File: src/cec_params.svh
// Purpose: constants for the error confinement block
// Assumes: included by bare name
// Notes: byte addresses of the APB registers and counter limits
`ifndef CEC_PARAMS_SVH
`define CEC_PARAMS_SVH
`define CEC_ADDR_TXCNT   12'h000
`define CEC_ADDR_RXCNT   12'h004
`define CEC_ADDR_CTRL    12'h008
`define CEC_ADDR_STATUS  12'h00C
`define CEC_CNT_W        9
`define CEC_CNT_ZERO     9'h000
`define CEC_INC1         9'h001
`define CEC_INC8         9'h008
`define CEC_PASSIVE_LIM  9'h080
`define CEC_ACTIVE_MAX   9'h07F
`define CEC_BUSOFF_LIM   9'h100
`define CEC_CNT_MAX      9'h1FF
`define CEC_RX_RELOAD    9'h077
`define CEC_REC_DONE     9'h080
`define CEC_CTRL_SRST    0
`define CEC_CTRL_HOLD    1
`define CEC_CTRL_NAP     2
`define CEC_CTRL_PDN     3
`define CEC_ST_PASSIVE   0
`define CEC_ST_BUSOFF    1
`define CEC_ST_ACTIVE    2
`define CEC_ST_HOLD      3
`define CEC_BYTE_MASK    9'h0FF
`define CEC_DATA_ZERO    32'h0000_0000
`endif

File: src/cec_pkg.sv
// Purpose: types for the error confinement block
// Assumes: none
// Notes: events arrive as one-cycle pulses
package cec_pkg;
   typedef enum logic [2:0] {
      CEC_ACTIVE  = 3'b001,
      CEC_PASSIVE = 3'b010,
      CEC_BUSOFF  = 3'b100
   } cec_state_e;

   typedef struct packed {
      logic rx_err;          // receiver error, not flag bit error
      logic rx_dom_after;    // dominant first bit after own flag
      logic tx_flag;         // transmitter sent error flag
      logic tx_ack_pass_ex;  // passive ack error exception
      logic tx_arb_stuff_ex; // arbitration stuff exception
      logic tx_flag_biterr;  // tx bit error in active/overload flag
      logic rx_flag_biterr;  // rx bit error in active/overload flag
      logic dom_seq;         // 14th/8th/each further 8 dominant bits
      logic tx_ok;           // frame transmitted successfully
      logic rx_ok;           // frame received successfully
      logic idle11;          // 11 consecutive recessive bits seen
   } cec_evt_s;
endpackage

File: src/cec_sat_add.sv
// Purpose: saturating add or decrement on a counter value
// Assumes: none
// Notes: used for both counters
`timescale 1ns/1ps
`include "cec_params.svh"
module cec_sat_add
   import cec_pkg::*;
(
   input  wire logic [8:0] cnt_in,  // current count
   input  wire logic [8:0] add_val, // amount to add
   input  wire logic       dec,     // decrement by one
   output logic      [8:0] cnt_out  // result
);
   wire logic [9:0] sum;
   wire logic       dec_ok;

   assign sum     = {1'b0, cnt_in} + {1'b0, add_val};
   assign dec_ok  = dec && (cnt_in != `CEC_CNT_ZERO);
   // saturate high so bus-off stays detectable
   assign cnt_out = sum[9] ? `CEC_CNT_MAX :
                    dec_ok ? (sum[8:0] - `CEC_INC1) : sum[8:0];
endmodule // cec_sat_add

File: src/cec_core.sv
// Purpose: CAN error counters, fault state and bus-off recovery
// Assumes: event inputs are one-cycle pulses synchronous to pclk
// Notes: APB slave, zero wait states, unmapped reads return zero
`timescale 1ns/1ps
`include "cec_params.svh"
// Operation
// RULE1 - counters readable any time, reads change nothing
// RULE2 - writing tx counter loads same value into both counters
// RULE3 - reset or module soft reset clears both counters
// RULE4 - nap and power down leave both counters unchanged
// RULE5 - receiver error adds one, except flag bit errors
// RULE6 - dominant bit after own flag adds eight to rx count
// RULE7 - transmitter error flag adds eight to tx count
// RULE8 - passive ack and arbitration stuff exceptions leave tx count
// RULE9 - tx bit error in active or overload flag adds eight
// RULE10 - rx bit error in active or overload flag adds eight
// RULE11 - long dominant sequences add eight to both counters
// RULE12 - good transmission decrements tx count, floor zero
// RULE13 - good reception decrements rx count in 1..127
// RULE14 - good reception above 127 sets rx count to 119..127
// RULE15 - error active while both counts below 128
// RULE16 - error passive at 128, active again at or below 127
// RULE17 - bus off when tx count reaches 256
// RULE18 - rx count not increased past passive limit
// RULE19 - bus off clears rx count, which then counts idle runs
// RULE20 - 128 idle runs return bus on, set hold, clear counters
// RULE21 - recovery touches only counters and status indications
// RULE22 - soft reset also sets init hold and clears counters
// RULE23 - tx counter nine bits wide, saturating, detects 256
module cec_core
   import cec_pkg::*;
(
   input  wire logic        pclk,       // clock
   input  wire logic        presetn,    // async reset, active low
   input  wire logic        psel,       // apb select
   input  wire logic        penable,    // apb enable
   input  wire logic        pwrite,     // apb direction
   input  wire logic [11:0] paddr,      // apb byte address
   input  wire logic [31:0] pwdata,     // apb write data
   output logic      [31:0] prdata,     // apb read data
   output logic             pready,     // apb ready
   output logic             pslverr,    // apb error
   input  wire cec_evt_s    evt,        // protocol events
   output logic             err_active, // error active state
   output logic             err_passive,// error passive state
   output logic             bus_off,    // bus off state
   output logic             send_err_frame, // active flags allowed
   output logic             init_hold   // hold bit, stops bus activity
);
   logic [8:0]   tx_cnt_reg, tx_cnt_next;
   logic [8:0]   rx_cnt_reg, rx_cnt_next;
   cec_state_e   state_reg, state_next;
   logic         hold_reg, hold_next;
   logic         nap_reg, pdn_reg;
   logic [31:0]  prdata_reg;

   wire logic       wr_en, rd_en;
   wire logic       wr_tx, wr_ctrl;
   wire logic       soft_rst;
   wire logic [8:0] tx_add, rx_add;
   wire logic [8:0] tx_sum, rx_sum;
   wire logic       tx_inc8, rx_inc1, rx_inc8;
   wire logic       rx_capped;
   wire logic [31:0] rd_mux;
   wire logic       recov_done;

   function automatic logic hit(input logic [11:0] a, input logic [11:0] r);
      hit = (a == r);
   endfunction

   assign wr_en   = psel && penable && pwrite;
   assign rd_en   = psel && !penable && !pwrite;
   assign wr_tx   = wr_en && hit(paddr, `CEC_ADDR_TXCNT);  // RULE2
   assign wr_ctrl = wr_en && hit(paddr, `CEC_ADDR_CTRL);
   assign soft_rst = wr_ctrl && pwdata[`CEC_CTRL_SRST];   // RULE22
   assign pready  = 1'b1;
   assign pslverr = 1'b0;

   // exceptions suppress the flag increment
   assign tx_inc8 = (evt.tx_flag && !evt.tx_ack_pass_ex
                     && !evt.tx_arb_stuff_ex)               // RULE7 RULE8
                    || evt.tx_flag_biterr                   // RULE9
                    || evt.dom_seq;                         // RULE11
   assign rx_inc1 = evt.rx_err;                             // RULE5
   assign rx_inc8 = evt.rx_dom_after                        // RULE6
                    || evt.rx_flag_biterr                   // RULE10
                    || evt.dom_seq;                         // RULE11
   assign rx_capped = (rx_cnt_reg >= `CEC_PASSIVE_LIM);     // RULE18
   assign tx_add = tx_inc8 ? `CEC_INC8 : `CEC_CNT_ZERO;
   assign rx_add = rx_capped ? `CEC_CNT_ZERO :
                   rx_inc8 ? `CEC_INC8 :
                   rx_inc1 ? `CEC_INC1 : `CEC_CNT_ZERO;

   cec_sat_add u_tx_add (
      .cnt_in  (tx_cnt_reg),
      .add_val (tx_add),
      .dec     (evt.tx_ok && !tx_inc8),                     // RULE12
      .cnt_out (tx_sum)
   );

   cec_sat_add u_rx_add (
      .cnt_in  (rx_cnt_reg),
      .add_val (rx_add),
      .dec     (evt.rx_ok && (rx_add == `CEC_CNT_ZERO)),   // RULE13
      .cnt_out (rx_sum)
   );

   assign recov_done = (state_reg == CEC_BUSOFF) && evt.idle11 &&
                       (rx_cnt_reg + `CEC_INC1 >= `CEC_REC_DONE);

   always_comb
   begin
      tx_cnt_next = tx_cnt_reg;
      rx_cnt_next = rx_cnt_reg;
      state_next  = state_reg;
      hold_next   = hold_reg;
      if (wr_ctrl)
         hold_next = pwdata[`CEC_CTRL_HOLD] || soft_rst;   // RULE22
      if (soft_rst)
      begin
         tx_cnt_next = `CEC_CNT_ZERO;                       // RULE3
         rx_cnt_next = `CEC_CNT_ZERO;
         state_next  = CEC_ACTIVE;
      end
      else if (wr_tx)
      begin
         tx_cnt_next = pwdata[8:0] & `CEC_BYTE_MASK;        // RULE2
         rx_cnt_next = pwdata[8:0] & `CEC_BYTE_MASK;
      end
      else
      begin
         unique case (state_reg)
            CEC_BUSOFF:
            begin
               if (recov_done)
               begin
                  tx_cnt_next = `CEC_CNT_ZERO;              // RULE20
                  rx_cnt_next = `CEC_CNT_ZERO;
                  state_next  = CEC_ACTIVE;
                  hold_next   = 1'b1;                       // RULE20
               end
               else if (evt.idle11)
                  rx_cnt_next = rx_cnt_reg + `CEC_INC1;     // RULE19
            end
            CEC_ACTIVE,
            CEC_PASSIVE:
            begin
               // counting is frozen while software holds the module
               if (!hold_reg)
               begin
                  tx_cnt_next = tx_sum;                     // RULE23
                  rx_cnt_next = rx_sum;
                  if (evt.rx_ok && rx_capped)
                     rx_cnt_next = `CEC_RX_RELOAD;          // RULE14
                  if (tx_sum >= `CEC_BUSOFF_LIM)
                  begin
                     state_next  = CEC_BUSOFF;              // RULE17
                     rx_cnt_next = `CEC_CNT_ZERO;           // RULE19
                  end
               end
            end
            default:
               // an illegal code falls back to the count-derived state
               state_next = CEC_ACTIVE;
         endcase
      end
      // fault state follows counts outside bus off
      if (state_next != CEC_BUSOFF)
      begin
         if (tx_cnt_next >= `CEC_PASSIVE_LIM ||
             rx_cnt_next >= `CEC_PASSIVE_LIM)
            state_next = CEC_PASSIVE;                       // RULE16
         else
            state_next = CEC_ACTIVE;                        // RULE15
      end
      if (wr_tx && tx_cnt_next >= `CEC_BUSOFF_LIM)
         state_next = CEC_BUSOFF;
   end

   always_ff @(posedge pclk or negedge presetn)
   begin
      if (!presetn)
      begin
         tx_cnt_reg <= `CEC_CNT_ZERO;                       // RULE3
         rx_cnt_reg <= `CEC_CNT_ZERO;
         state_reg  <= CEC_ACTIVE;
         hold_reg   <= 1'b1;
      end
      else
      begin
         // nap and power down bits are not inputs here, so counts keep
         tx_cnt_reg <= tx_cnt_next;                         // RULE4
         rx_cnt_reg <= rx_cnt_next;
         state_reg  <= state_next;
         hold_reg   <= hold_next;
      end
   end

   always_ff @(posedge pclk or negedge presetn)
   begin
      if (!presetn)
      begin
         nap_reg <= 1'b0;
         pdn_reg <= 1'b0;
      end
      else if (wr_ctrl)
      begin
         nap_reg <= pwdata[`CEC_CTRL_NAP];
         pdn_reg <= pwdata[`CEC_CTRL_PDN];
      end
   end

   // reads are side-effect free
   assign rd_mux =
      hit(paddr, `CEC_ADDR_TXCNT) ? {23'h0, tx_cnt_reg} :   // RULE1
      hit(paddr, `CEC_ADDR_RXCNT) ? {23'h0, rx_cnt_reg} :   // RULE1
      hit(paddr, `CEC_ADDR_CTRL)  ? {28'h0, pdn_reg, nap_reg,
                                     hold_reg, 1'b0} :
      hit(paddr, `CEC_ADDR_STATUS) ? {28'h0, hold_reg,
                                      state_reg == CEC_ACTIVE,
                                      state_reg == CEC_BUSOFF,
                                      state_reg == CEC_PASSIVE} :
      `CEC_DATA_ZERO;

   always_ff @(posedge pclk or negedge presetn)
   begin
      if (!presetn)
         prdata_reg <= `CEC_DATA_ZERO;
      else if (rd_en)
         prdata_reg <= rd_mux;
   end

   assign prdata         = prdata_reg;
   assign err_active     = (state_reg == CEC_ACTIVE);       // RULE15
   assign err_passive    = (state_reg == CEC_PASSIVE);      // RULE16
   assign bus_off        = (state_reg == CEC_BUSOFF);       // RULE21
   assign send_err_frame = (state_reg == CEC_ACTIVE);
   assign init_hold      = hold_reg;
endmodule // cec_core

File: config.mk
export PLATFORM = sky130hd
export DESIGN_NAME = cec_core
export DESIGN_NICKNAME = d
export VERILOG_FILES = /design/src/cec_pkg.sv /design/src/cec_sat_add.sv /design/src/cec_core.sv
export VERILOG_INCLUDE_DIRS = /design/src /design/src/src
export SDC_FILE = /design/constraint.sdc
export NUM_CORES = 1
export LEC_CHECK = 0
export ABC_AREA = 0
export BUFFER_PORTS_ARGS = -buffer_cell sky130_fd_sc_hd__buf_2
export CORE_ASPECT_RATIO = 0.6
export CORE_MARGIN = 3
export CORE_UTILIZATION = 48
export CTS_CLUSTER_SIZE = 24
export DETAILED_ROUTE_END_ITERATION = 10
export PLACE_DENSITY_LB_ADDON = 0.08
export SYNTH_ARGS = -nofsm -noshare
export SYNTH_HDL_FRONTEND = slang
export SYNTH_HIERARCHICAL = 1
export SYNTH_SLANG_ARGS = --single-unit
File: constraint.sdc
create_clock -name pclk -period 4.4 [get_ports pclk]
set_input_delay 0.88 -clock pclk [delete_from_list [all_inputs] [get_ports pclk]]
set_output_delay 0.88 -clock pclk [all_outputs]
set_load 0.01 [all_outputs]
---- Yosys cells after proc, flatten, opt, wreduce, memory -nomap -nowiden ----
Index checks and enable logic that the tools add are counted.
operators by class
  $add $sub $neg .......................... 5
  multipliers ............................. 0
  divide/modulo/power cells ............... 0
  magnitude comparators ................... 6
  eq/ne operators ......................... 7
  shift-type cells ........................ 0
  multiplexer cells ....................... 39
  bitwise gates (word level) .............. 0
  reductions and logical operators ........ 33
operators with widths
  cell                                                  count
  two-way mux 9 bit                                     17
  >= comparator 9 x 8 -> 1 bit, second input constant   4
  one-hot mux 9 bit (2 select lines)                    2
  equality test 12 x 4 -> 1 bit, second input constant  2
  two-way mux 3 bit                                     7
  adder 9 x 4 -> 10 bit                                 2
  two-way mux 4 bit                                     5
  >= comparator 9 bit, second input constant            2
  nonzero test 9 bit                                    2
  subtractor 9 x 1 -> 9 bit, second input constant      2
  logical AND 1 bit                                     17
  equality test 12 x 3 -> 1 bit, second input constant  1
  logical NOT 12 bit                                    1
  adder 9 x 1 -> 9 bit, second input constant           1
  logical NOT 9 bit                                     1
  logical OR 1 bit                                      6
  two-way mux 1 bit                                     6
  one-hot mux 3 bit (2 select lines)                    1
  logical NOT 1 bit                                     5
  equality test 3 x 1 -> 1 bit, second input constant   1
  equality test 3 x 2 -> 1 bit, second input constant   1
  equality test 3 bit, second input constant            1
  inequality test 3 bit, second input constant          1
  two-way mux 2 bit                                     1
  OR reduction 2 bit                                    1
word-level totals
  register bits ........................... 56
  latch bits .............................. 0
  memory bits (writable) .................. 0
  ROM bits ................................ 0
  output and inout port bits .............. 39
  logic and storage cells ................. 97
  memories ................................ 0

---- Logic depth before layout (Yosys ltp) ----
  depth after elaboration ................. 21
  gate-level depth with buffers ........... 17
  depth with buffers taken out ............ 16

---- Hierarchy ----
Netlist, hierarchy kept.
modules (own cells, without submodules)
  module                   instances  cells each  area an instance (um2)  sequential area each (um2)
  cec_core                 1          286         2,446.1                 828.3
  cec_sat_add at u_rx_add  1          86          644.4                   0.0
  cec_sat_add at u_tx_add  1          80          585.6                   0.0

---- Worst setup path after synthesis ----
No wires, ideal clock.
  kind .................................... input port to flip-flop
  start point ............................. input port evt[7] (netlist name)
  end point ............................... register state_reg[0]
  library setup time ...................... 0.068 ns
  data arrival time ....................... 4.070 ns
  required time ........................... 4.332 ns
  path slack .............................. 0.262 ns
  cell stages on the path ................. 15
  buffers on the path ..................... 1
  cell sequence ........................... nor2_1 a211o_1 ha_1 a21o_1 a21oi_2 a21oi_2 or3_4 a2111oi_2 xnor3_1 nand2b_1 clkbuf_1 mux2_4 a211o_1 a211oi_2 nor2b_1
between the ends
  word-level cells in the longest chain between the ends .. 21
  elaborated cells between the ends (all ways) .. 37
ends and longest elaborated chain
  element                                                                  line                               text
  from (decl)                                                              cec_core.sv:43                     input wire cec_evt_s evt,
  logical NOT 1 bit (*)                                                    cec_core.sv:80                     assign tx_inc8 = (evt.tx_flag && !evt.tx_ack_pass_ex
  logical AND 1 bit (*)                                                    cec_core.sv:80
  logical AND 1 bit (*)                                                    cec_core.sv:81                     && !evt.tx_arb_stuff_ex)
  logical OR 1 bit (*)                                                     cec_core.sv:82                     || evt.tx_flag_biterr
  logical OR 1 bit (*)                                                     cec_core.sv:83                     || evt.dom_seq;
  via tx_inc8                                                              cec_core.sv:62                     wire logic tx_inc8, rx_inc1, rx_inc8;
  two-way mux 4 bit (no line) / logical NOT 1 bit (equally long branches)  n/a
  adder 9 x 4 -> 10 bit / logical AND 1 bit (equally long branches)        cec_sat_add.sv:17, cec_core.sv:97
  (+3 left out)                                                            n/a
  via tx_sum[8]                                                            cec_core.sv:61                     wire logic [8:0] tx_sum, rx_sum;
  (+4 left out)                                                            n/a
  two-way mux 9 bit                                                        cec_core.sv:125                    else if (wr_tx)
  two-way mux 9 bit                                                        cec_core.sv:119                    if (soft_rst)
  >= comparator 9 x 8 -> 1 bit (no line)                                   n/a
  logical OR 1 bit (no line)                                               n/a
  two-way mux 2 bit                                                        cec_core.sv:170                    if (tx_cnt_next >= `CEC_PASSIVE_LIM ||
  two-way mux 3 bit                                                        cec_core.sv:168                    if (state_next != CEC_BUSOFF)
  two-way mux 3 bit (*)                                                    cec_core.sv:176                    if (wr_tx && tx_cnt_next >= `CEC_BUSOFF_LIM)
  via state_next[0]                                                        cec_core.sv:52                     cec_state_e state_reg, state_next;
  to (signal assigned)                                                     cec_core.sv:194                    state_reg <= state_next;
  to (decl)                                                                cec_core.sv:52
The timed path passes the listed nets; every way through them passes the cells marked *.
A chain may end at the register's enable or synchronous reset.

---- Final worst setup path ----
  start point ............................. input port evt[4] (netlist name)
  end point ............................... register state_reg[0]
between the ends
  word-level cells in the longest chain between the ends .. 20
  elaborated cells between the ends (all ways) .. 22
ends and longest elaborated chain
  element                                                                        line               text
  logical OR 1 bit (*)                                                           cec_core.sv:86     || evt.rx_flag_biterr
  logical OR 1 bit (*)                                                           cec_core.sv:87     || evt.dom_seq;
  two-way mux 4 bit (no line) (*) (2 in a row)                                   n/a
  via rx_add[0]                                                                  cec_core.sv:60     wire logic [8:0] tx_add, rx_add;
  parallel branches: the longest is 4 deep, another holds adder 9 x 4 -> 10 bit  n/a
  two-way mux 9 bit (*)                                                          cec_sat_add.sv:20  assign cnt_out = sum[9] ? `CEC_CNT_MAX :
  via rx_sum[7]                                                                  cec_core.sv:61
  two-way mux 9 bit (*)                                                          cec_core.sv:153    if (evt.rx_ok && rx_capped)
  (+3 left out)                                                                  n/a
  two-way mux 9 bit (*)                                                          cec_core.sv:125
  two-way mux 9 bit (*)                                                          cec_core.sv:119
  >= comparator 9 x 8 -> 1 bit (no line) (*)                                     n/a
  logical OR 1 bit (no line) (*)                                                 n/a
  two-way mux 2 bit (*)                                                          cec_core.sv:170
  two-way mux 3 bit (*)                                                          cec_core.sv:168
  two-way mux 3 bit (*)                                                          cec_core.sv:176
  via state_next[0]                                                              cec_core.sv:52
Mark *: on every way through the listed nets, which the timed path passes.

==> impl_metrics.tcl <==
set metrics [dict create \
    type_of_the_worst_setup_path "in2reg" \
    critPathArrivalTime_ns 4.46 \
    finalCriticalPeriod_ns 4.25 \
    place.gp.congestion 0.942 \
    regToRegStartpoint "rx_cnt_reg[7]$_DFF_PN0_" \
    worst_reg2reg_endpoint "state_reg[0]$_DFF_PN1_" \
    cts.reportedPaths.clkPinSlew_ns 0.05 \
    clock_tree.root_cell "clkbuf_16" \
    rsz_0062_raised_after_global_routing "no" \
    grtUsageTotal 0.240 \
    die_h_microns 73.8 \
    report.final.slew_viol_count 0 \
    clock-skew-final_ns 0.00653 \
    timing.max_slew.rel_slack 0.488 \
    worst_r2r_path_depth 16 \
    netlist_instances 452 \
    hpwl_after_detailed_placement_microns 8420 \
    critPathCaptureType "flop" \
    synthesis.area_sq_mm 0.00368 \
    timing.max_cap.violations 0 \
    antennaDiodeCount 0 \
    post_layout_total_power_w 0.00164 \
    worstHoldStart "prdata[3]$_DFFE_PN0P_" \
    post_cts.repair.setup_buffers 0 \
    top_post_synthesis_cells_by_area "dfrtp_1, ha_1, buf_4, nor2_1, nor3_1" \
    worstSetupStartpointType "input port" \
    detail_route.wirelength_microns 10700 \
    yosys_register_bits 33 \
    num-fill-cells 691 \
    critical_path_cell_count 18 \
    drt_via_density 5.92 \
    crit_path_cell_trace "buf_2 -> nor3_1 -> buf_4 -> and3_1 -> ha_1 -> inv_1 -> fa_1 -> nand2b_1 -> a21oi_1 -> a211oi_1 -> xor2_1 -> and4_1 -> o21ai_1 -> nor3b_1 -> mux2_2 -> a211o_1 -> a211oi_2 -> nor2b_1" \
    ios 99 \
    capture_endpoint_of_the_worst_hold_path "prdata[3]$_DFFE_PN0P_" \
    p_leak_nw 2.01 \
    ys.flop_type "dfrtp_1" \
    routedWlPerCell_microns 16.9 \
    numCtsBuffers 5 \
    largest_net_degree_at_the_start_of_global_routing 34 \
    number_of_global_route_vias_before_repair 3266 \
    htreeDepth 2 \
    cts_tree "built" \
    report.final.hold_viol_count 0 \
    dieArea_sq_mm 0.00878 \
    post_synth_num_cell_types 76 \
    postCtsHoldBufs 0 \
    num_vias 3742 \
    post_synth_most_frequent_cells "nor2_1, dfrtp_1, nor3_1, nand2_1, buf_4" \
    globalRouteOverflowTotal 0 \
    power.density_cell_area_mw_per_mm2 385 \
    worst_hold_path_type "reg2reg" \
    final.period_utilization 0.966 \
    num_rows 24 \
    areaGrowthSynthToFinish_pct 15.7 \
    ir_worst_vdd_v 0.000341 \
    synth.most_common_cell "nor2_1" \
    detailedRoute.firstIterationViolations 343 \
    synth-async-reset-ratio 1.00 \
    transition_time_at_the_pin_with_the_least_slew_margin_ns 0.769 \
    port-buffer-count 49 \
    cts-root-to-sink-buffers 2 \
    core_region_area_sq_mm 0.00736 \
    critical_path.max_stage_delay_ns 0.40 \
    drive_above_1_share 0.214 \
    antenna_found_initial 0 \
    met3_wirelength_microns 1050 \
    metal1_wirelength_microns 5360 \
    whs_path_depth 2 \
    die_width_microns 119 \
    synth.yosys.seq_area_share 0.225 \
    clock_latency_ns 0.28 \
    critPathBufInv 3 \
    timing.hold.ws_ns 0.488 \
    slowest_stage "fa_1" \
    synth-edff-count 0 \
    cts_resized 0 \
    wire_length_of_the_first_global_routing_pass_microns 16800 \
    crit_path_max_fanout 3 \
    met2_length_microns 4130 \
    layout.nets 611 \
    tritoncts_num_sinks 33 \
    status "complete, no violations" \
    rrSetupSlack_ns 0.64 \
    timing.fmax_mhz 235 \
    synth_largest_type_area_fraction 0.211 \
    drt-pass1-iter-count 5 \
    drc_errors 0 \
    synth.avg_cell_area_sq_um 8.13 \
    worst_ep_required_time_ns 4.61 \
    initial_utilization 0.500 \
    yosysWarnings 6 \
    finalSetupViolCount 0 \
    critical_path.top_delay_family "simple AND/OR/NAND/NOR gates" \
    final_antenna_net_count 0 \
    route.top_layer_used "met4" \
    synth_largest_area_cell "dfrtp_1" \
]
==> tightest hold or removal path: stages, from the launching register on <==
cell and delay (ns):
dfrtp_1 0.33, nand2_1 0.04, o21ai_0 0.07
==> cells by family (layout without fill, tap and decap cells) <==
| family | Yosys count | after routing | synth area share |
|---|---|---|---|
| and+or+nand+nor | 173 | 173 | 0.244 |
| AOI/OAI and AO/OA | 118 | 118 | 0.235 |
| buffers and inverters | 64 | 100 | 0.0946 |
| DFF | 33 | 33 | 0.225 |
| adders and majority gates | 24 | 24 | 0.0858 |
| xor gates and xnor gates | 23 | 23 | 0.0585 |
| muxes | 15 | 15 | 0.0555 |
| other | 2 | 42 | 0.00204 |
==> worst max path at each step <==
stage                      start                 endpoint  slack, ns
final                     evt[4]   state_reg[0]$_DFF_PN1_       0.15
after global routing      evt[7]  rx_cnt_reg[4]$_DFF_PN0_      0.009
after CTS                 evt[4]   state_reg[0]$_DFF_PN1_       0.19
after detailed placement  evt[4]   state_reg[0]$_DFF_PN1_      -0.06
after global placement    evt[4]   state_reg[0]$_DFF_PN1_      -0.02
after floorplan           evt[7]   state_reg[0]$_DFF_PN1_       0.26
==> layout make-up <==
class                      instances  area (sq um)  share of cell area
inverter                          21          78.8              0.0185
clock buffer                       8           146              0.0344
sequential                        33           828               0.195
timing repair buffer              71           410              0.0965
tap                              104           130              0.0306
multi-input combinational        395          2660               0.625
==> layout by cell type (no fill, tap or decap), drive strengths merged, types with 5 or more instances in the layout <==
cell type	instances
a21o	9
a21oi	22
a221oi	9
a31oi	9
buf	71
clkbuf	8
conb	42
dfrtp	31
ha	22
inv	21
mux2	10
nand2	27
nand2b	5
nand3	11
nand4	11
nor2	51
nor3	28
nor3b	9
nor4	6
o21a	5
o21ai	25
xnor2	11
xor2	11
==> layer usage <==
metal  vias to the layer above  GRT usage
li1                       1771          -
met1                      1776      0.383
met2                       178      0.332
met3                        17     0.0485
met4                         0     0.0398
met5                         -          0
==> power by group <==
part	total (W)	switching, W	internal (W)
logic	0.000870	0.000509	0.000361
clock network	0.000350	0.000124	0.000226
registers	0.000418	0.0000686	0.000349
==> metrics by stage <==
stage	setup TNS [ns]	setup WS [ns]	util	instance area, sq um	std cells
global placement	-0.0165	-0.0165	0.557	4100	624
CTS	0	0.189	0.577	4240	632
global route	0	0.00882	0.578	4250	632
finish	0	0.150	0.578	4250	632
floorplan	0	0.262	-	3830	492
detailed placement	-0.118	-0.0589	0.557	4100	624
Power figures use the tool's default switching activity.
